<file path="config.mk">
export PLATFORM = sky130hd
export DESIGN_NAME = fwpg_gate
export DESIGN_NICKNAME = d
export VERILOG_FILES = /design/src/fwpg_pkg.sv /design/src/fwpg_prot_if.sv /design/src/fwpg_gate.sv /design/src/fwpg_range_dec.sv
export SDC_FILE = /design/constraint.sdc
export NUM_CORES = 1
export LEC_CHECK = 0
export BUFFER_PORTS_ARGS = -buffer_cell sky130_fd_sc_hd__buf_2
export CAP_MARGIN = 40
export CORE_ASPECT_RATIO = 1.25
export CORE_MARGIN = 2
export CORE_UTILIZATION = 33
export CTS_CLUSTER_DIAMETER = 100
export DETAILED_ROUTE_END_ITERATION = 6
export RECOVER_POWER = 100
export SKIP_LAST_GASP = 1
export SLEW_MARGIN = 20
export SYNTH_ARGS = -nofsm -noshare
export SYNTH_HDL_FRONTEND = slang
export SYNTH_SLANG_ARGS = --single-unit
</file>
<file path="constraint.sdc">
create_clock -name sys_clk -period 8.18 [get_ports sys_clk]
set_clock_uncertainty 0.05 [all_clocks]
set_input_delay 0.409 -clock sys_clk [delete_from_list [all_inputs] [get_ports sys_clk]]
set_output_delay 0.409 -clock sys_clk [all_outputs]
set_load 0.1 [all_outputs]
</file>
<file path="src/fwpg_pkg.sv">
// constants shared by the flash write-protect gate
package fwpg_pkg;

  // ----------------------------------------------------------------
  // timing
  // ----------------------------------------------------------------
  localparam int CLK_MHZ     = 200;
  // power-up write lockout, value is a plain default
  localparam int PUW_TIME_NS = 10000;
  localparam int PUW_CYCLES  = (PUW_TIME_NS * CLK_MHZ + 999) / 1000;
  localparam logic [11:0] PUW_LAST = 12'(PUW_CYCLES);

  // ----------------------------------------------------------------
  // command codes
  // ----------------------------------------------------------------
  localparam logic [7:0] OP_WREN  = 8'h06;
  localparam logic [7:0] OP_WRDI  = 8'h04;
  localparam logic [7:0] OP_WRSR1 = 8'h01;
  localparam logic [7:0] OP_WRSR2 = 8'h31;
  localparam logic [7:0] OP_PP    = 8'h02;
  localparam logic [7:0] OP_QPP   = 8'h32;
  localparam logic [7:0] OP_SE    = 8'h20;
  localparam logic [7:0] OP_BE32  = 8'h52;
  localparam logic [7:0] OP_BE64  = 8'hD8;
  localparam logic [7:0] OP_CE_A  = 8'hC7;
  localparam logic [7:0] OP_CE_B  = 8'h60;
  localparam logic [7:0] OP_SLEEP = 8'hB9;
  localparam logic [7:0] OP_WAKE  = 8'hAB;
  localparam logic [7:0] OP_RSTEN = 8'h66;
  localparam logic [7:0] OP_RST   = 8'h99;

  // ----------------------------------------------------------------
  // status bit positions and reset values
  // ----------------------------------------------------------------
  localparam int SR1_MODE_LO = 7;
  localparam int SR1_SEC     = 6;
  localparam int SR1_TB      = 5;
  localparam int SR1_BP_LSB  = 2;
  localparam int SR1_LATCH   = 1;
  localparam int SR1_BUSY    = 0;
  localparam int SR2_CMP     = 6;
  localparam int SR2_MODE_HI = 0;
  localparam logic       SEC_RST  = 1'b0;
  localparam logic       TB_RST   = 1'b0;
  localparam logic [2:0] BP_RST   = 3'h0;
  localparam logic       CMP_RST  = 1'b0;
  localparam logic [1:0] MODE_RST = 2'h0;

  localparam logic [1:0] MODE_SW   = 2'h0;
  localparam logic [1:0] MODE_HW   = 2'h1;
  localparam logic [1:0] MODE_LOCK = 2'h2;

  // ----------------------------------------------------------------
  // register port map
  // ----------------------------------------------------------------
  localparam logic [3:0] REG_SR1   = 4'h0;
  localparam logic [3:0] REG_SR2   = 4'h4;
  localparam logic [3:0] REG_STATE = 4'h8;
  localparam logic [3:0] REG_CTRL  = 4'hC;
  localparam int ST_SLEEP = 0;
  localparam int ST_PUW   = 1;
  localparam int ST_BUSY  = 2;
  localparam int ST_REJ   = 3;
  localparam int CTRL_DONE = 0;

  typedef enum logic [1:0] {
    FR_IDLE  = 2'b00,
    FR_SHIFT = 2'b01,
    FR_EVAL  = 2'b11
  } fwpg_frame_t;

endpackage : fwpg_pkg

</file>
<file path="src/fwpg_prot_if.sv">
// carrier between the gate and its protected-range decoder
`timescale 1ns/100ps
interface fwpg_prot_if;
  logic        sec;
  logic        tb;
  logic        cmp;
  logic [2:0]  bp;
  logic [19:0] tgt_lo;
  logic [19:0] tgt_hi;
  logic        hit;
  modport req (output sec, tb, cmp, bp, tgt_lo, tgt_hi, input hit);
  modport dec (input sec, tb, cmp, bp, tgt_lo, tgt_hi, output hit);
endinterface : fwpg_prot_if

</file>
<file path="src/fwpg_gate.sv">
// write-protection gate of a serial flash, sampling the serial link
`timescale 1ns/100ps

// Function
// - while supply reset is low, nothing operates and no command is seen
// - after reset, write-class commands and write enable wait out a delay
// - write enable latch is cleared at power-up
// - write-class commands need the write enable latch set first
// - completion of program, erase or status write clears the latch
// - write-class commands ending mid-byte are ignored
// - in deep sleep only the wake command is honoured
// - program or erase touching any protected address is ignored
// - block codes 001-100 protect 1,2,4,8 blocks, top or bottom
// - sector codes protect 4,8,16,32 kB at top or bottom
// - codes 11x, or 101 with blocks, protect the whole array
// - complement bit swaps protected and unprotected regions
// - status write command updates granularity, side and code bits
// - write-protect pin can lock status writes per protect mode
// - lock-down mode blocks status writes until reset
// - one-time mode blocks status writes until supply reset
// - mode 00 free, 01 pin-gated, 10 locked, 11 permanent
// - lock-down mode returns to 00 on power-up or soft reset
// - granularity bit sits in status 1 bit 6, default block
// - complement bit sits in status 2 bit 6, default clear
module fwpg_gate (
  input  wire logic        sys_clk,
  input  wire logic        rst_b,
  input  wire logic        clk_en,
  input  wire logic        link_sclk,
  input  wire logic        link_cs_b,
  input  wire logic        link_di,
  input  wire logic        wp_b,
  input  wire logic [3:0]  reg_addr,
  input  wire logic [7:0]  reg_wdata,
  input  wire logic        reg_wr,
  input  wire logic        reg_rd,
  output logic      [7:0]  reg_rdata,
  output logic             cmd_accept,
  output logic             cmd_reject,
  output logic      [7:0]  cmd_opcode,
  output logic      [23:0] cmd_addr,
  output logic             write_enable_latch,
  output logic             deep_sleep_state
);

  // ----------------------------------------------------------------
  // command classes
  // ----------------------------------------------------------------
  function automatic logic is_arr_op(input logic [7:0] op);
    is_arr_op = (op == fwpg_pkg::OP_PP)   | (op == fwpg_pkg::OP_QPP) |
                (op == fwpg_pkg::OP_SE)   | (op == fwpg_pkg::OP_BE32) |
                (op == fwpg_pkg::OP_BE64) | (op == fwpg_pkg::OP_CE_A) |
                (op == fwpg_pkg::OP_CE_B);
  endfunction : is_arr_op

  function automatic logic is_sr_op(input logic [7:0] op);
    is_sr_op = (op == fwpg_pkg::OP_WRSR1) | (op == fwpg_pkg::OP_WRSR2);
  endfunction : is_sr_op

  // least byte count a write-class frame needs
  function automatic logic [2:0] min_bytes(input logic [7:0] op);
    if ((op == fwpg_pkg::OP_PP) | (op == fwpg_pkg::OP_QPP)) begin
      min_bytes = 3'h5;
    end else if (is_sr_op(op)) begin
      min_bytes = 3'h2;
    end else if ((op == fwpg_pkg::OP_CE_A) | (op == fwpg_pkg::OP_CE_B)) begin
      min_bytes = 3'h1;
    end else begin
      min_bytes = 3'h4;
    end
  endfunction : min_bytes

  // span mask of the target region
  function automatic logic [19:0] span_mask(input logic [7:0] op);
    case (op)
      fwpg_pkg::OP_PP,
      fwpg_pkg::OP_QPP:  span_mask = 20'h000FF;
      fwpg_pkg::OP_SE:   span_mask = 20'h00FFF;
      fwpg_pkg::OP_BE32: span_mask = 20'h07FFF;
      fwpg_pkg::OP_BE64: span_mask = 20'h0FFFF;
      default:           span_mask = 20'hFFFFF;
    endcase
  endfunction : span_mask

  // ----------------------------------------------------------------
  // reset release
  // ----------------------------------------------------------------
  logic rst_m_r;
  logic sys_rst_b_r;

  always_ff @(posedge sys_clk or negedge rst_b) begin
    if (!rst_b) begin
      rst_m_r     <= 1'b0;
      sys_rst_b_r <= 1'b0;
    end else if (clk_en) begin
      rst_m_r     <= 1'b1;
      sys_rst_b_r <= rst_m_r;
    end
  end

  // ----------------------------------------------------------------
  // pin synchronisers: 0 sclk, 1 cs, 2 di, 3 wp
  // ----------------------------------------------------------------
  logic [3:0] pin_m_r;
  logic [3:0] pin_s_r;
  logic       sclk_d_r;
  logic       cs_d_r;

  always_ff @(posedge sys_clk or negedge sys_rst_b_r) begin
    if (!sys_rst_b_r) begin
      pin_m_r  <= 4'hF;
      pin_s_r  <= 4'hF;
      sclk_d_r <= 1'b1;
      cs_d_r   <= 1'b1;
    end else if (clk_en) begin
      pin_m_r  <= {wp_b, link_di, link_cs_b, link_sclk};
      pin_s_r  <= pin_m_r;
      sclk_d_r <= pin_s_r[0];
      cs_d_r   <= pin_s_r[1];
    end
  end

  wire sclk_rise = pin_s_r[0] & ~sclk_d_r;
  wire cs_rise   = pin_s_r[1] & ~cs_d_r;
  wire cs_fall   = ~pin_s_r[1] & cs_d_r;
  wire wp_high   = pin_s_r[3];

  // ----------------------------------------------------------------
  // frame capture
  // ----------------------------------------------------------------
  fwpg_pkg::fwpg_frame_t state_r;
  fwpg_pkg::fwpg_frame_t state_nxt;
  logic [2:0]  bit_cnt_r;
  logic [2:0]  byte_cnt_r;
  logic [6:0]  shift_r;
  logic [7:0]  op_r;
  logic [23:0] addr_r;
  logic [7:0]  dat1_r;
  logic [7:0]  dat2_r;

  always_comb begin
    case (state_r)
      fwpg_pkg::FR_IDLE:
        state_nxt = cs_fall ? fwpg_pkg::FR_SHIFT : fwpg_pkg::FR_IDLE;
      fwpg_pkg::FR_SHIFT:
        state_nxt = cs_rise ? fwpg_pkg::FR_EVAL : fwpg_pkg::FR_SHIFT;
      fwpg_pkg::FR_EVAL:
        state_nxt = cs_fall ? fwpg_pkg::FR_SHIFT : fwpg_pkg::FR_IDLE;
      default:
        state_nxt = fwpg_pkg::FR_IDLE;
    endcase
  end

  wire       shifting = (state_r == fwpg_pkg::FR_SHIFT) & sclk_rise;
  wire       start_w  = (state_nxt == fwpg_pkg::FR_SHIFT) &
                        (state_r != fwpg_pkg::FR_SHIFT);
  wire       byte_end = shifting & (bit_cnt_r == 3'h7);
  wire [7:0] byte_w   = {shift_r, pin_s_r[2]};
  wire [2:0] byte_inc = (byte_cnt_r == 3'h7) ? byte_cnt_r
                                             : 3'(byte_cnt_r + 3'h1);

  always_ff @(posedge sys_clk or negedge sys_rst_b_r) begin
    if (!sys_rst_b_r) begin
      state_r <= fwpg_pkg::FR_IDLE;
    end else if (clk_en) begin
      state_r <= state_nxt;
    end
  end

  always_ff @(posedge sys_clk or negedge sys_rst_b_r) begin
    if (!sys_rst_b_r) begin
      bit_cnt_r  <= 3'h0;
      byte_cnt_r <= 3'h0;
      shift_r    <= 7'h00;
    end else if (clk_en) begin
      if (start_w) begin
        bit_cnt_r  <= 3'h0;
        byte_cnt_r <= 3'h0;
      end else if (shifting) begin
        bit_cnt_r <= 3'(bit_cnt_r + 3'h1);
        shift_r   <= byte_w[6:0];
        if (byte_end) begin
          byte_cnt_r <= byte_inc;
        end
      end
    end
  end

  // bytes land in fixed slots by position in the frame
  always_ff @(posedge sys_clk or negedge sys_rst_b_r) begin
    if (!sys_rst_b_r) begin
      op_r   <= 8'h00;
      addr_r <= 24'h000000;
      dat1_r <= 8'h00;
      dat2_r <= 8'h00;
    end else if (clk_en && byte_end) begin
      case (byte_cnt_r)
        3'h0:    op_r          <= byte_w;
        3'h1:    addr_r[23:16] <= byte_w;
        3'h2:    addr_r[15:8]  <= byte_w;
        3'h3:    addr_r[7:0]   <= byte_w;
        default: ;
      endcase
      if (byte_cnt_r == 3'h1) begin
        dat1_r <= byte_w;
      end
      if (byte_cnt_r == 3'h2) begin
        dat2_r <= byte_w;
      end
    end
  end

  // ----------------------------------------------------------------
  // protection state
  // ----------------------------------------------------------------
  logic       sec_r;
  logic       tb_r;
  logic [2:0] bp_r;
  logic       cmp_r;
  logic [1:0] mode_r;
  logic       wen_r;
  logic       sleep_r;
  logic       busy_r;
  logic       arm_r;
  logic       rej_r;
  logic [11:0] puw_cnt_r;

  fwpg_prot_if prot ();

  assign prot.sec    = sec_r;
  assign prot.tb     = tb_r;
  assign prot.cmp    = cmp_r;
  assign prot.bp     = bp_r;
  assign prot.tgt_lo = addr_r[19:0] & ~span_mask(op_r);
  assign prot.tgt_hi = addr_r[19:0] | span_mask(op_r);

  fwpg_range_dec u_dec (
    .p (prot.dec)
  );

  // ----------------------------------------------------------------
  // verdict on frame end
  // ----------------------------------------------------------------
  wire eval_w   = (state_r == fwpg_pkg::FR_EVAL);
  wire live_w   = eval_w & ~sleep_r & ~busy_r;
  wire whole_w  = (bit_cnt_r == 3'h0) & (byte_cnt_r != 3'h0);
  wire enough_w = byte_cnt_r >= min_bytes(op_r);
  wire puw_w    = (puw_cnt_r != fwpg_pkg::PUW_LAST);
  wire arr_w    = is_arr_op(op_r);
  wire srw_w    = is_sr_op(op_r);
  wire wren_w   = (op_r == fwpg_pkg::OP_WREN);

  // write-class gate: whole bytes, lockout over, latch set
  wire write_ok = live_w & whole_w & enough_w & ~puw_w &
                  wen_r;
  wire arr_ok   = write_ok & arr_w & ~prot.hit;
  // protect mode: pin gates 01, 10 and 11 block
  wire sr_open  = (mode_r == fwpg_pkg::MODE_SW) |
                  ((mode_r == fwpg_pkg::MODE_HW) & wp_high);
  wire sr_ok    = write_ok & srw_w & sr_open;
  wire wen_set  = live_w & whole_w & wren_w & ~puw_w;
  wire wen_off  = live_w & whole_w & (op_r == fwpg_pkg::OP_WRDI);
  wire soft_rst = live_w & whole_w & arm_r &
                  (op_r == fwpg_pkg::OP_RST);
  wire done_w   = reg_wr & (reg_addr == fwpg_pkg::REG_CTRL) &
                  reg_wdata[fwpg_pkg::CTRL_DONE] & busy_r;
  wire rej_w    = eval_w & (arr_w | srw_w | wren_w) &
                  ~(arr_ok | sr_ok | wen_set);
  wire sr1_two  = (op_r == fwpg_pkg::OP_WRSR1) & (byte_cnt_r > 3'h2);
  wire [7:0] sr2_byte = (op_r == fwpg_pkg::OP_WRSR2) ? dat1_r : dat2_r;
  wire sr1_wr   = sr_ok & (op_r == fwpg_pkg::OP_WRSR1);
  wire sr2_wr   = sr_ok & ((op_r == fwpg_pkg::OP_WRSR2) | sr1_two);

  // latch: set or clear by command, cleared when an operation ends
  wire wen_nxt  = wen_set ? 1'b1 :
                  (wen_off | sr_ok | soft_rst | done_w) ? 1'b0 :
                  wen_r;
  wire wake_w   = eval_w & sleep_r & (byte_cnt_r != 3'h0) &
                  (op_r == fwpg_pkg::OP_WAKE);
  wire nap_w    = live_w & whole_w & (op_r == fwpg_pkg::OP_SLEEP);
  wire arm_nxt  = live_w ? (whole_w & (op_r == fwpg_pkg::OP_RSTEN))
                         : arm_r;

  always_ff @(posedge sys_clk or negedge sys_rst_b_r) begin
    if (!sys_rst_b_r) begin
      wen_r   <= 1'b0;
      sleep_r <= 1'b0;
      busy_r  <= 1'b0;
      arm_r   <= 1'b0;
      rej_r   <= 1'b0;
    end else if (clk_en) begin
      wen_r   <= wen_nxt;
      sleep_r <= nap_w | (sleep_r & ~wake_w);
      busy_r  <= arr_ok | (busy_r & ~done_w);
      arm_r   <= arm_nxt;
      rej_r   <= eval_w ? rej_w : rej_r;
    end
  end

  always_ff @(posedge sys_clk or negedge sys_rst_b_r) begin
    if (!sys_rst_b_r) begin
      puw_cnt_r <= 12'h000;
    end else if (clk_en && puw_w) begin
      puw_cnt_r <= 12'(puw_cnt_r + 12'h001);
    end
  end

  // ----------------------------------------------------------------
  // status fields written by the status write command
  // ----------------------------------------------------------------
  always_ff @(posedge sys_clk or negedge sys_rst_b_r) begin
    if (!sys_rst_b_r) begin
      sec_r  <= fwpg_pkg::SEC_RST;
      tb_r   <= fwpg_pkg::TB_RST;
      bp_r   <= fwpg_pkg::BP_RST;
      cmp_r  <= fwpg_pkg::CMP_RST;
      mode_r <= fwpg_pkg::MODE_RST;
    end else if (clk_en) begin
      if (sr1_wr) begin
        sec_r     <= dat1_r[fwpg_pkg::SR1_SEC];
        tb_r      <= dat1_r[fwpg_pkg::SR1_TB];
        bp_r      <= dat1_r[fwpg_pkg::SR1_BP_LSB +: 3];
        mode_r[0] <= dat1_r[fwpg_pkg::SR1_MODE_LO];
      end
      if (sr2_wr) begin
        cmp_r     <= sr2_byte[fwpg_pkg::SR2_CMP];
        mode_r[1] <= sr2_byte[fwpg_pkg::SR2_MODE_HI];
      end
      if (soft_rst && mode_r == fwpg_pkg::MODE_LOCK) begin
        mode_r <= fwpg_pkg::MODE_SW;
      end
    end
  end

  // one-time mode has no exit short of supply reset: a status write could leave it,
  // but sr_open is low there

  // ----------------------------------------------------------------
  // register port
  // ----------------------------------------------------------------
  wire [7:0] sr1_img = {mode_r[0], sec_r, tb_r, bp_r, wen_r, busy_r};
  wire [7:0] sr2_img = {1'b0, cmp_r, 5'h00, mode_r[1]};
  wire [7:0] st_img  = {4'h0, rej_r, busy_r, puw_w, sleep_r};
  wire [7:0] rd_mux  =
    (reg_addr == fwpg_pkg::REG_SR1)   ? sr1_img :
    (reg_addr == fwpg_pkg::REG_SR2)   ? sr2_img :
    (reg_addr == fwpg_pkg::REG_STATE) ? st_img  : 8'h00;
  wire [7:0] rdata_nxt = reg_rd ? rd_mux : 8'h00;

  // ----------------------------------------------------------------
  // outputs
  // ----------------------------------------------------------------
  wire acc_w = arr_ok | sr_ok;

  always_ff @(posedge sys_clk or negedge sys_rst_b_r) begin
    if (!sys_rst_b_r) begin
      reg_rdata          <= 8'h00;
      cmd_accept         <= 1'b0;
      cmd_reject         <= 1'b0;
      cmd_opcode         <= 8'h00;
      cmd_addr           <= 24'h000000;
      write_enable_latch <= 1'b0;
      deep_sleep_state   <= 1'b0;
    end else if (clk_en) begin
      reg_rdata          <= rdata_nxt;
      cmd_accept         <= acc_w;
      cmd_reject         <= rej_w;
      write_enable_latch <= wen_nxt;
      deep_sleep_state   <= nap_w | (sleep_r & ~wake_w);
      if (acc_w) begin
        cmd_opcode <= op_r;
        cmd_addr   <= addr_r;
      end
    end
  end

endmodule : fwpg_gate

</file>
<file path="src/fwpg_range_dec.sv">
// protected address range decoder and overlap test
`timescale 1ns/100ps
module fwpg_range_dec (
  fwpg_prot_if.dec p
);

  // ----------------------------------------------------------------
  // base region with complement clear
  // ----------------------------------------------------------------
  wire        none_w = (p.bp == 3'h0);
  wire        all_w  = (p.bp[2:1] == 2'h3) |
                       (~p.sec & (p.bp == 3'h5));
  // sector sizes 4/8/16/32 kB, 10x both give 32 kB
  wire [1:0]  sec_sh = p.bp[2] ? 2'h3 : 2'(p.bp[1:0] - 2'h1);
  // block counts 1/2/4/8 of 64 kB
  wire [1:0]  blk_sh = 2'(p.bp - 3'h1);
  wire [19:0] size_w = p.sec ? (20'h01000 << sec_sh)
                             : (20'h10000 << blk_sh);
  // top/bottom picks the end the region grows from
  wire [19:0] lo_w = (all_w | p.tb) ? 20'h0 : 20'h0 - size_w;
  wire [19:0] hi_w = (all_w | ~p.tb) ? 20'hFFFFF
                                     : size_w - 20'h1;

  // ----------------------------------------------------------------
  // overlap test
  // ----------------------------------------------------------------
  wire meets_w  = (p.tgt_lo <= hi_w) & (p.tgt_hi >= lo_w);
  wire inside_w = (p.tgt_lo >= lo_w) & (p.tgt_hi <= hi_w);
  wire hit_pl_w = ~none_w & meets_w;
  // complement: protected is whatever the base leaves open
  wire hit_cm_w = none_w | (~all_w & ~inside_w);

  assign p.hit = p.cmp ? hit_cm_w : hit_pl_w;

endmodule : fwpg_range_dec
</file>
==> results of run 1 <==
-- cell families after synthesis --
family	count (synthesis)	synth area share (%)
AOI/OAI and AO/OA	84	8.123
xor gates and xnor gates	17	2.167
adders and majority gates	53	9.634
buffers and inverters	47	2.950
DFF	126	46.08
muxes	84	15.24
and+or+nand+nor	208	15.81
-- repair_timing --
action / 4_1_cts / 5_1_grt
hold buffers: 1 / 0
endpoints found under the setup margin: 0 / 0
buffers inserted: 0 / 0
endpoints found under the hold margin: 2 / 0
-- worst reg2reg max path, stage by stage (launching register included) --
cell      delay, ns
dfrtp_1        0.51
or2_1          0.33
or3_1          0.46
o21ai_1        0.58
nand2b_1       0.20
ha_1           0.33
nand3_1        0.10
a211oi_1       0.06
o41ai_1        0.71
a311o_1        0.25
o221ai_1       0.13
a211oi_1       0.48
o21ai_4        0.06
clkbuf_1       0.77
mux2_1         0.65
-- metal layers --
metal	vias to the layer above	share of wire, %
met5	-	0
li1	2347	-
met3	24	2.2
met1	2380	42
met4	0	3.0
met2	76	53
-- sequential cells by signal, summed over array words and instances (netlist names), 7 cells and up --
name,flops
puw_cnt_r,12
dat2_r,8
reg_rdata,8
shift_r,7
cmd_addr,24
op_r,8
cmd_opcode,8
addr_r,16
-- cell type report --
class | count | area, sq um
Fill cell | 2027 | 12700
Multi-Input combinational cell | 446 | 3396
Clock inverter | 14 | 209.0
Timing Repair Buffer | 64 | 260.3
Tap cell | 274 | 342.8
Sequential cell | 126 | 3166
Inverter | 26 | 97.59
Clock buffer | 17 | 425.4
-- worst min path at each step --
stage	from	to	cells after the start
after detailed placement	rst_b	rst_m_r	1
after global routing	link_cs_b	pin_m_r[1]	2
after floorplan	rst_b	rst_m_r	0
after CTS	link_sclk	pin_m_r[0]	2
after global placement	rst_b	rst_m_r	1
final	link_sclk	pin_m_r[0]	2
-- layout by cell type, fill, tap and decap left out, drive strengths merged, types with 7 or more instances in the layout --
cell type    n
o21ai       31
inv         30
clkbuf      68
dfstp       10
mux2        78
ha          52
xnor2       15
dfrtp      116
nand2       70
and2        15
nor2        25
nor3         7
nand4       14
nor2b       14
or3          9
nand3       16
buf         12
a21oi        9
-- metrics by stage --
step / hold slack (ns) / cell area [sq um]
after CTS: 0.1684 / 8103
after global routing: 0.1643 / 7896
after global placement: 0.1449 / 7427
after floorplan: 0.06341 / 6870
final: 0.1792 / 7896
after detailed placement: 0.1469 / 7458
-- power groups by stage --
stage / registers (uW) / clock network (uW) / logic [uW]
global placement: 730 / 0 / 94.9
detailed placement: 731 / 0 / 100
finish: 721 / 812 / 98.9
CTS: 721 / 827 / 102
global route: 729 / 853 / 115
floorplan: 712 / 0 / 77.8
==> summary.txt, run 1 <==
Final period util -> 70.80%
Startpoint Class -> flop
Syn Inst Count -> 619
Yosys top cell area share -> 42.25%
initial DRC count -> 237
Top Family by Delay on Critical Path -> compound AO/OA/AOI/OAI gates
die area -> 22000 sq um
Synth Cell Area -> 6870 sq um
setup TNS -> 0 ns
Fmax -> 0.1727 GHz
failing checks -> max-capacitance violations, max-slew violations
first-pass GRT wire length -> 25.81 mm
Tmin final -> 5.792 ns
Comb power frac -> 6.1%
initial antenna violation count -> 0
CTS tree -> built
post-cts gate resize count -> 0
sequential element share of the synthesized area -> 46.08%
WP depth -> 14
ys async rst share -> 100.0%
Critical path destination -> cmd_addr[21]
Sw Ratio -> 24.51%
Routed Wire Length -> 15.59 mm
static leakage -> 0.003713 uW
most common cell in the netlist -> dfrtp_1
synth warn -> 0
sequential share of power -> 44.2%
P_sw -> 399.8 uW
CP max FO -> 32
critical path arrival -> 6.03 ns
DR DRC count -> 0
EDFF count, synth -> 0
RSZ-0062 raised after global routing -> no
Clk pwr share -> 49.8%
Reg2Reg Setup Slack -> 2.39 ns
worst slack, placed -> 3.229 ns
Inst Count DP -> 934
Hold Fails Final Rpt -> 0
CTS clock-pin slew for the worst setup and hold paths -> 0.06 ns
hold crit path type -> in2reg
Avg WL per Cell -> 16.12 microns
largest area contributor in the netlist -> dfrtp_1
Worst-Skew Late Latency -> 0.42 ns
Initial DRT Pass Iterations -> 4
synthesized area per cell -> 11.10 sq um
Core Util, Final -> 38.34%
Max-cap violations -> 4
clock tree buffer depth -> 2
grt met3 use -> 2.839%
Antenna Nets Post-Route -> 0
slew margin rel. -> -65.88%
htree depth -> 4
GRT Util Overall -> 14.96%
Critical R2R Capture -> cmd_addr[21]
fin cells -> 967
Final WS setup -> 2.388 ns
routability-driven placement congestion ratio -> 0.8697
Peak VDD IR -> 0.0001205 V
Worst Tran Pin Value -> 2.488 ns
Cell Chain, Critical Path -> or2_1 > or3_1 > o21ai_1 > nand2b_1 > ha_1 > nand3_1 > a211oi_1 > o41ai_1 > a311o_1 > o221ai_1 > a211oi_1 > o21ai_4 > clkbuf_1 > mux2_1
Slowest-stage cell, CP -> clkbuf_1
Row Count -> 59
Net Count, Synth -> 692
largest net degree at the start of global routing -> 58
Top FF cell, synth -> dfrtp_1
required time worst endpoint -> 8.41 ns
Ant. Diodes -> 0
Final setup violation count -> 0
busiest grt layer -> met2
CP endpoint kind -> flop
synth cell count leaders -> dfrtp_1 (116), nand2_1 (70), ha_1 (52), mux2_2 (49)
Die H -> 165.3 microns
cell mode on critical path -> a211oi_1
cell area power density -> 206.6 nW/um^2
vias in the first global route -> 5008
CP max stage delay -> 0.77 ns
post-DP HPWL -> 11.60 mm
Synth cell types -> 63
layout cells sized above 1 -> 15.44%
DR vias -> 4827
met1 Use GR -> 17.07%
gr ovfl total -> 0
post-route total power -> 1631 uW
Die W -> 133.1 microns
critical path startpoint -> op_r[3]
CTS Sinks -> 126
reg2reg path depth -> 14
WP buf/inv -> 1
Initial Util -> 33.36%
max-slew violations -> 185
nets -> 754
Pint -> 1232 uW
top cells by area, synth -> dfrtp_1 (42%), ha_1 (9.5%), mux2_2 (8.0%), mux2_4 (6.3%), dfstp_2 (3.8%)
Worst R2R Start -> op_r[3]
Core ar. -> 20600 sq um
IO Pins -> 65
Vias/cell -> 4.992
CTS Buf Count -> 17
Synth-to-Final Area Change -> 14.93%
grt met2 use -> 27.18%
status -> finished, violations left
Root Driver -> clkbuf_16
PortBufs -> 57
crit path kind -> reg2reg
#FFs+latches synth -> 126
No activity file was read; power rests on OpenSTA's default activity.
==> run 2, diff against run 1 <==
--- a/config.mk
+++ b/config.mk
@@ -5,6 +5,7 @@
 export SDC_FILE = /design/constraint.sdc
 export NUM_CORES = 1
 export LEC_CHECK = 0
+export ABC_AREA = 1
 export BUFFER_PORTS_ARGS = -buffer_cell sky130_fd_sc_hd__buf_2
 export CAP_MARGIN = 40
 export CORE_ASPECT_RATIO = 1.25
==> constraint.sdc (replaced) <==
create_clock -name sys_clk -period 4.7 [get_ports sys_clk]
set_clock_uncertainty 0.05 [all_clocks]
set_input_delay 0.235 -clock sys_clk [delete_from_list [all_inputs] [get_ports sys_clk]]
set_output_delay 0.235 -clock sys_clk [all_outputs]
set_load 0.1 [all_outputs]
==> run 2 against run 1 <==
Effect of this change:
- the run still ends with max-capacitance violations, max-slew violations left
- via count grew 21%
- cell count grew 25%
- combinational power grew to 3.4 times the previous value
- first-iteration DRC count grew 41%
- critical endpoint is now cmd_addr[4]
==> summary.txt, run 2 <==
status -> finished, violations left (unchanged)
failing checks -> max-capacitance violations, max-slew violations (unchanged)
Biggest register -> cmd_addr (unchanged)
required time worst endpoint -> 4.95 ns (was 8.41 ns)
Avg WL per Cell -> 14.69 microns (was 16.12 microns)
GRT Util Overall -> 16.22% (was 14.96%)
routability-driven placement congestion ratio -> 0.8704 (was 0.8697)
IO Pins -> 65 (unchanged)
Worst Tran Pin Value -> 2.174 ns (was 2.488 ns)
CTS Sinks -> 126 (unchanged)
Fmax -> 0.2529 GHz (was 0.1727 GHz)
Synth cell types -> 46 (was 63)
Peak VDD IR -> 0.0001979 V (was 0.0001205 V)
synth warn -> 0 (unchanged)
Syn Inst Count -> 862 (was 619)
Yosys top cell area share -> 39.90% (was 42.25%)
hold path start -> wp_b (was link_sclk)
largest net degree at the start of global routing -> 60 (was 58)
hold_buf cts -> 4 (was 1)
EDFF count, synth -> 0 (unchanged)
critical path arrival -> 4.20 ns (was 6.03 ns)
Final setup violation count -> 0 (unchanged)
Synth-to-Final Area Change -> 14.74% (was 14.93%)
filler cell count -> 2223 (was 2027)
Critical R2R Capture -> cmd_addr[4] (was cmd_addr[21])
DR vias -> 5832 (was 4827)
Hold Fails Final Rpt -> 0 (unchanged)
Largest register FFs -> 24 (unchanged)
static leakage -> 0.003931 uW (was 0.003713 uW)
slew margin rel. -> -44.90% (was -65.88%)
postcts setup bufs -> 0 (unchanged)
Max-cap violations -> 2 (was 4)
CP max FO -> 34 (was 32)
Die H -> 170.0 microns (was 165.3 microns)
hold path depth -> 3 (was 2)
reg2reg path depth -> 20 (was 14)
post-cts gate resize count -> 0 (unchanged)
crit path kind -> reg2reg (unchanged)
Net Count, Synth -> 935 (was 692)
CTS tree -> built (unchanged)
initial DRC count -> 335 (was 237)
RSZ-0062 raised after global routing -> no (unchanged)
Row Count -> 60 (was 59)
footprint of the multi-input gates -> 3550 sq um (was 3396 sq um)
CTS clock-pin slew for the worst setup and hold paths -> 0.06 ns (about the same)
Top FF cell, synth -> dfrtp_1 (unchanged)
CP endpoint kind -> flop (unchanged)
Root Driver -> clkbuf_16 (unchanged)
layout cells sized above 1 -> 12.42% (was 15.44%)
Vias/cell -> 4.808 (was 4.992)
post-DP HPWL -> 13.15 mm (was 11.60 mm)
largest registers -> cmd_addr x24, addr_r x16, puw_cnt_r x12 (unchanged)
DR DRC count -> 0 (unchanged)
Hold Path End -> pin_m_r[3] (was pin_m_r[0])
top cells by area, synth -> dfrtp_1 (40%), nand2_1 (11%), ha_1 (8.9%), o21ai_0 (5.0%), inv_1 (4.7%) (was dfrtp_1 (42%), ha_1 (9.5%), mux2_2 (8.0%), mux2_4 (6.3%), dfstp_2 (3.8%))
cell area power density -> 358.0 nW/um^2 (was 206.6 nW/um^2)
setup TNS -> 0 ns (unchanged)
sequential element share of the synthesized area -> 43.52% (was 46.08%)
initial antenna violation count -> 0 (unchanged)
nets -> 994 (was 754)
sequential cell area -> 3166 sq um (unchanged)
clock tree buffer depth -> 2 (unchanged)
CTS Buf Count -> 17 (unchanged)
hold crit path type -> in2reg (unchanged)
#FFs+latches synth -> 126 (unchanged)
Antenna Nets Post-Route -> 0 (unchanged)
Reg2Reg Setup Slack -> 0.75 ns (was 2.39 ns)
Worst-Skew Late Latency -> 0.42 ns (about the same)
Die W -> 136.8 microns (was 133.1 microns)
Tmin final -> 3.954 ns (was 5.792 ns)
Worst R2R Start -> bp_r[0] (was op_r[3])
max-slew violations -> 82 (was 185)
PortBufs -> 57 (unchanged)
Core Util, Final -> 38.61% (was 38.34%)
Final period util -> 84.12% (was 70.80%)
Routed Wire Length -> 17.82 mm (was 15.59 mm)
Initial Util -> 33.65% (was 33.36%)
critical path startpoint -> bp_r[0] (was op_r[3])
Ant. Diodes -> 0 (unchanged)
most frequent cells in the layout -> nand2_1 (205), dfrtp_1 (116), inv_1 (93) (was dfrtp_1 (116), nand2_1 (70), ha_1 (52))
htree depth -> 4 (unchanged)
die area -> 23250 sq um (was 22000 sq um)
gr ovfl total -> 0 (unchanged)
Initial DRT Pass Iterations -> 4 (unchanged)
hold slack -> 0.009598 ns (was 0.1792 ns)
synth cell count leaders -> nand2_1 (204), dfrtp_1 (116), inv_1 (92), o21ai_0 (72), nand3_1 (64) (was dfrtp_1 (116), nand2_1 (70), ha_1 (52), mux2_2 (49))
Startpoint Class -> flop (unchanged)
vias in the first global route -> 5951 (was 5008)
Core ar. -> 21620 sq um (was 20600 sq um)
ys async rst share -> 100.0% (unchanged)
largest area contributor in the netlist -> dfrtp_1 (unchanged)
Synth Cell Area -> 7274 sq um (was 6870 sq um)
first-pass GRT wire length -> 29.64 mm (was 25.81 mm)
synthesized area per cell -> 8.439 sq um (was 11.10 sq um)
most common cell after layout, fill and taps aside -> nand2_1 (was dfrtp_1)
most common cell in the netlist -> nand2_1 (was dfrtp_1)
run 2: cell count changes after synthesis, moves of 14 or more:
cell / previous run / this run
xnor2_1: 15 / 1
nand3_1: 16 / 64
nand2_1: 70 / 204
nand3_2: 0 / 32
o21ai_0: 29 / 72
inv_1: 26 / 92
and2_1: 15 / 0
a21oi_1: 9 / 28
nor2_1: 25 / 58
mux2_4: 29 / 0
nor2b_1: 14 / 0
mux2_2: 49 / 0
nor3_1: 7 / 21
run 2: power breakdown:
group          switching (uW)  total, uW  internal, uW
combinational             241        332          91.0
clock                     467       1400           928
sequential               77.9       1260          1180
total                     785       2990          2200
run 2: kinds of logic (layout without fill, tap and decap cells):
family	after synthesis	count (layout)	share of synthesized area (%)
simple gates	428	428	29.70
flops	126	126	43.52
buf+inv	124	196	7.327
compound gates	121	121	9.185
fa+ha+maj	52	52	8.944
xor+xnor	11	11	1.324
run 2: layout make-up:
type	instances	share of cell area, %
tap	279	4.182
multi-input combinational	612	42.53
inverter	99	4.482
clock inverter	7	1.619
timing repair buffer	65	3.448
sequential	126	37.93
clock buffer	25	5.816
run 2: layer usage:
layer	routed length (microns)	global-route usage [%]	vias to the layer above
met2	9065	28.80	81
met1	7935	19.45	2759
met3	421	2.234	27
met4	396	6.858	0
met5	0	0	-
li1	-	-	2965
run 2: worst max path at each step:
stage               depth (start not counted)           end
floorplan                                   0     addr_r[0]
global placement                           20  cmd_addr[16]
detailed placement                         20   cmd_addr[5]
CTS                                        20   cmd_addr[4]
global route                               17     mode_r[1]
finish                                     20   cmd_addr[4]
run 2: critical path, cell delays in order (launching register included):
cell and delay (ns):
dfrtp_1 0.49, inv_1 0.16, ha_1 0.30, nand2_1 0.09, inv_1 0.11, nand3_1 0.10
ha_1 0.24, nand2_1 0.07, nor2_1 0.04, nand2_1 0.08, nand3_1 0.12, ha_1 0.34
nand4_1 0.11, nor3_1 0.21, nand3_1 0.11, nand3_1 0.14, nand3_2 0.09, nand2_1 0.18
nand4_4 0.50, nand3_1 0.23, nand2_1 0.08
run 2: through the flow:
stage / instance area [sq um] / total power [uW] / std cells / setup WS [ns]
2_1_floorplan: 7274 / 1498 / 862 / 0.8772
3_3_place_gp: 7776 / 1601 / 1176 / 0.8675
3_5_place_dp: 7784 / 1616 / 1177 / 0.8565
4_1_cts: 8444 / 3026 / 1213 / 0.8421
5_1_grt: 8347 / 3131 / 1213 / 0.2714
6_report: 8347 / 2989 / 1213 / 0.7464
==> run 3, diff against run 2 <==
==> constraint.sdc (replaced) <==
create_clock -name sys_clk -period 3.5 [get_ports sys_clk]
set_clock_uncertainty 0.05 [all_clocks]
set_input_delay 0.175 -clock sys_clk [delete_from_list [all_inputs] [get_ports sys_clk]]
set_output_delay 0.175 -clock sys_clk [all_outputs]
set_load 0.1 [all_outputs]
==> run 3 against run 2 <==
Effect of this change:
- the flow still finishes with violations (max-capacitance violations, max-slew violations)
- highest routed layer unchanged
- global-route usage up 0.19 points
- hold slack better by 0.015 ns
- largest cell class unchanged
- critical path depth up 2
- sequential share of layout area down 1.0 points
==> summary.txt, run 3 (synthesis results as in run 2) <==
critical path arrival -> 3.51 ns (was 4.20 ns)
Cell Chain, Critical Path -> inv_1 > ha_1 > nand2_1 > inv_1 > nand3_1 > ha_2 > nand2_1 > nor2_1 > nand2_1 > nand3_2 > ha_1 > nand4_1 > nor3_2 > nand3_1 > nand3_2 > nand3_2 > nand2_4 > nand3_4 > nand2_8 > buf_12 > nand3_1 > nand2_1 (was inv_1 > ha_1 > nand2_1 > inv_1 > nand3_1 > ha_1 > nand2_1 > nor2_1 > nand2_1 > nand3_1 > ha_1 > nand4_1 > nor3_1 > nand3_1 > nand3_1 > nand3_2 > nand2_1 > nand4_4 > nand3_1 > nand2_1)
static leakage -> 0.004033 uW (was 0.003931 uW)
Critical R2R Capture -> cmd_addr[2] (was cmd_addr[4])
critical path startpoint -> bp_r[1] (was bp_r[0])
first-pass GRT wire length -> 30.21 mm (was 29.64 mm)
failing checks -> max-capacitance violations, max-slew violations (unchanged)
Tmin final -> 3.214 ns (was 3.954 ns)
reg2reg path depth -> 22 (was 20)
Largest register FFs -> 24 (unchanged)
initial DRC count -> 334 (was 335)
largest net degree at the start of global routing -> 70 (was 60)
max-slew violations -> 57 (was 82)
status -> finished, violations left (unchanged)
Vias/cell -> 4.840 (was 4.808)
crit path kind -> reg2reg (unchanged)
Slowest-stage cell, CP -> dfrtp_1 (was nand4_4)
DR DRC count -> 0 (unchanged)
Synth-to-Final Area Change -> 17.92% (was 14.74%)
hold slack -> 0.02464 ns (was 0.009598 ns)
nets -> 1009 (was 994)
PortBufs -> 57 (unchanged)
Core ar. -> 21620 sq um (unchanged)
postcts setup bufs -> 0 (unchanged)
Fmax -> 0.3111 GHz (was 0.2529 GHz)
post-DP HPWL -> 13.07 mm (was 13.15 mm)
cell mode on critical path -> nand2_1
cell area power density -> 468.1 nW/um^2 (was 358.0 nW/um^2)
filler cell count -> 2195 (was 2223)
initial antenna violation count -> 0 (unchanged)
Initial DRT Pass Iterations -> 5 (was 4)
layout cells sized above 1 -> 15.07% (was 12.42%)
slew margin rel. -> -51.70% (was -44.90%)
Avg WL per Cell -> 14.60 microns (was 14.69 microns)
CP max FO -> 12 (was 34)
Routed Wire Length -> 17.92 mm (was 17.82 mm)
Reg2Reg Setup Slack -> 0.29 ns (was 0.75 ns)
Worst Tran Pin Value -> 2.276 ns (was 2.174 ns)
clock tree buffer depth -> 2 (unchanged)
CTS Buf Count -> 17 (unchanged)
CP max stage delay -> 0.34 ns (was 0.50 ns)
CTS Sinks -> 126 (unchanged)
GRT Util Overall -> 16.41% (was 16.22%)
largest registers -> cmd_addr x24, addr_r x16, puw_cnt_r x12 (unchanged)
Die H -> 170.0 microns (unchanged)
WP buf/inv -> 3 (was 2)
Peak VDD IR -> 0.0002972 V (was 0.0001979 V)
most frequent cells in the layout -> nand2_1 (204), dfrtp_1 (116), inv_1 (92) (was nand2_1 (205), dfrtp_1 (116), inv_1 (93))
Row Count -> 60 (unchanged)
Final setup violation count -> 0 (unchanged)
Inst Count DP -> 1191 (was 1177)
hold crit path type -> in2async (was in2reg)
htree depth -> 4 (unchanged)
Final period util -> 91.83% (was 84.12%)
CP endpoint kind -> flop (unchanged)
routability-driven placement congestion ratio -> 0.8768 (was 0.8704)
Root Driver -> clkbuf_16 (unchanged)
most common cell after layout, fill and taps aside -> nand2_1 (unchanged)
CTS clock-pin slew for the worst setup and hold paths -> 0.06 ns (about the same)
fin cells -> 1228 (was 1213)
vias in the first global route -> 6073 (was 5951)
Startpoint Class -> flop (unchanged)
Worst R2R Start -> bp_r[1] (was bp_r[0])
CTS tree -> built (unchanged)
Initial Util -> 33.65% (unchanged)
Max-cap violations -> 1 (was 2)
Ant. Diodes -> 0 (unchanged)
Antenna Nets Post-Route -> 0 (unchanged)
Hold Fails Final Rpt -> 0 (unchanged)
Biggest register -> cmd_addr (unchanged)
Worst-Skew Late Latency -> 0.42 ns (about the same)
Die W -> 136.8 microns (unchanged)
IO Pins -> 65 (unchanged)
required time worst endpoint -> 3.80 ns (was 4.95 ns)
Top Family by Delay on Critical Path -> simple AND/OR/NAND/NOR gates (unchanged)
die area -> 23250 sq um (unchanged)
gr ovfl total -> 0 (unchanged)
DR vias -> 5944 (was 5832)
-- run 3: cell types whose count changed in the layout (fill, tap and decap cells not counted), moves of 2 or more --
cell      previous run  this run
buf_12               0         4
buf_4                1        13
clkbuf_1            53        50
clkinv_4             0         3
nand3_1             64        62
nand3_2             32        34
nor2_1              61        59
nor3_1              22        20
nor3_2               0         2
-- run 3: how the worst max path moves through the flow --
stage,end,slack (ns),cells after the start
2_1_floorplan,cmd_addr[0],0.45,21
3_3_place_gp,cmd_addr[2],0.24,22
3_5_place_dp,cmd_addr[2],0.20,22
4_1_cts,cmd_addr[2],0.18,22
5_1_grt,cmd_addr[2],-0.003,22
6_report,cmd_addr[2],0.29,22
-- run 3: timing repair --
| item | in CTS | in global routing |
|---|---|---|
| hold buffers | 5 | 0 |
| hold endpoints to repair | 6 | 0 |
| resized for setup | 0 | 7 |
| setup endpoints to repair | 0 | 32 |
-- run 3: layout make-up --
| class | count | area [sq um] | area share (%) |
|---|---|---|---|
| Multi-Input combinational cell | 612 | 3605 | 42.02 |
| Sequential cell | 126 | 3166 | 36.90 |
| Clock buffer | 22 | 464.2 | 5.411 |
| Timing Repair Buffer | 80 | 459.2 | 5.353 |
| Inverter | 99 | 374.1 | 4.361 |
| Tap cell | 279 | 349.1 | 4.069 |
| Clock inverter | 10 | 161.4 | 1.882 |
-- run 3: layer usage --
layer	track usage (%)	up-vias	part of all wire, %
met4	5.917	0	2.2
met3	2.234	29	2.6
li1	-	3006	-
met5	0	-	0
met2	29.07	88	50
met1	20.19	2821	45
-- run 3: report_power, final --
group	internal (uW)	total, uW	switching [uW]
clock network	1230	1880	647
logic	125	441	315
registers	1590	1700	109
-- run 3: metrics by stage --
stage | total power, uW | util [%] | TNS [ns] | cell area (sq um) | setup WS (ns)
global placement | 2152 | 36.72 | 0 | 7939 | 0.2443
finish | 4015 | 39.68 | 0 | 8578 | 0.2859
detailed placement | 2164 | 36.72 | 0 | 7939 | 0.2021
CTS | 4058 | 39.84 | 0 | 8615 | 0.1767
floorplan | 2012 | - | 0 | 7276 | 0.4505
global route | 4194 | 39.68 | -0.007867 | 8578 | -0.003259
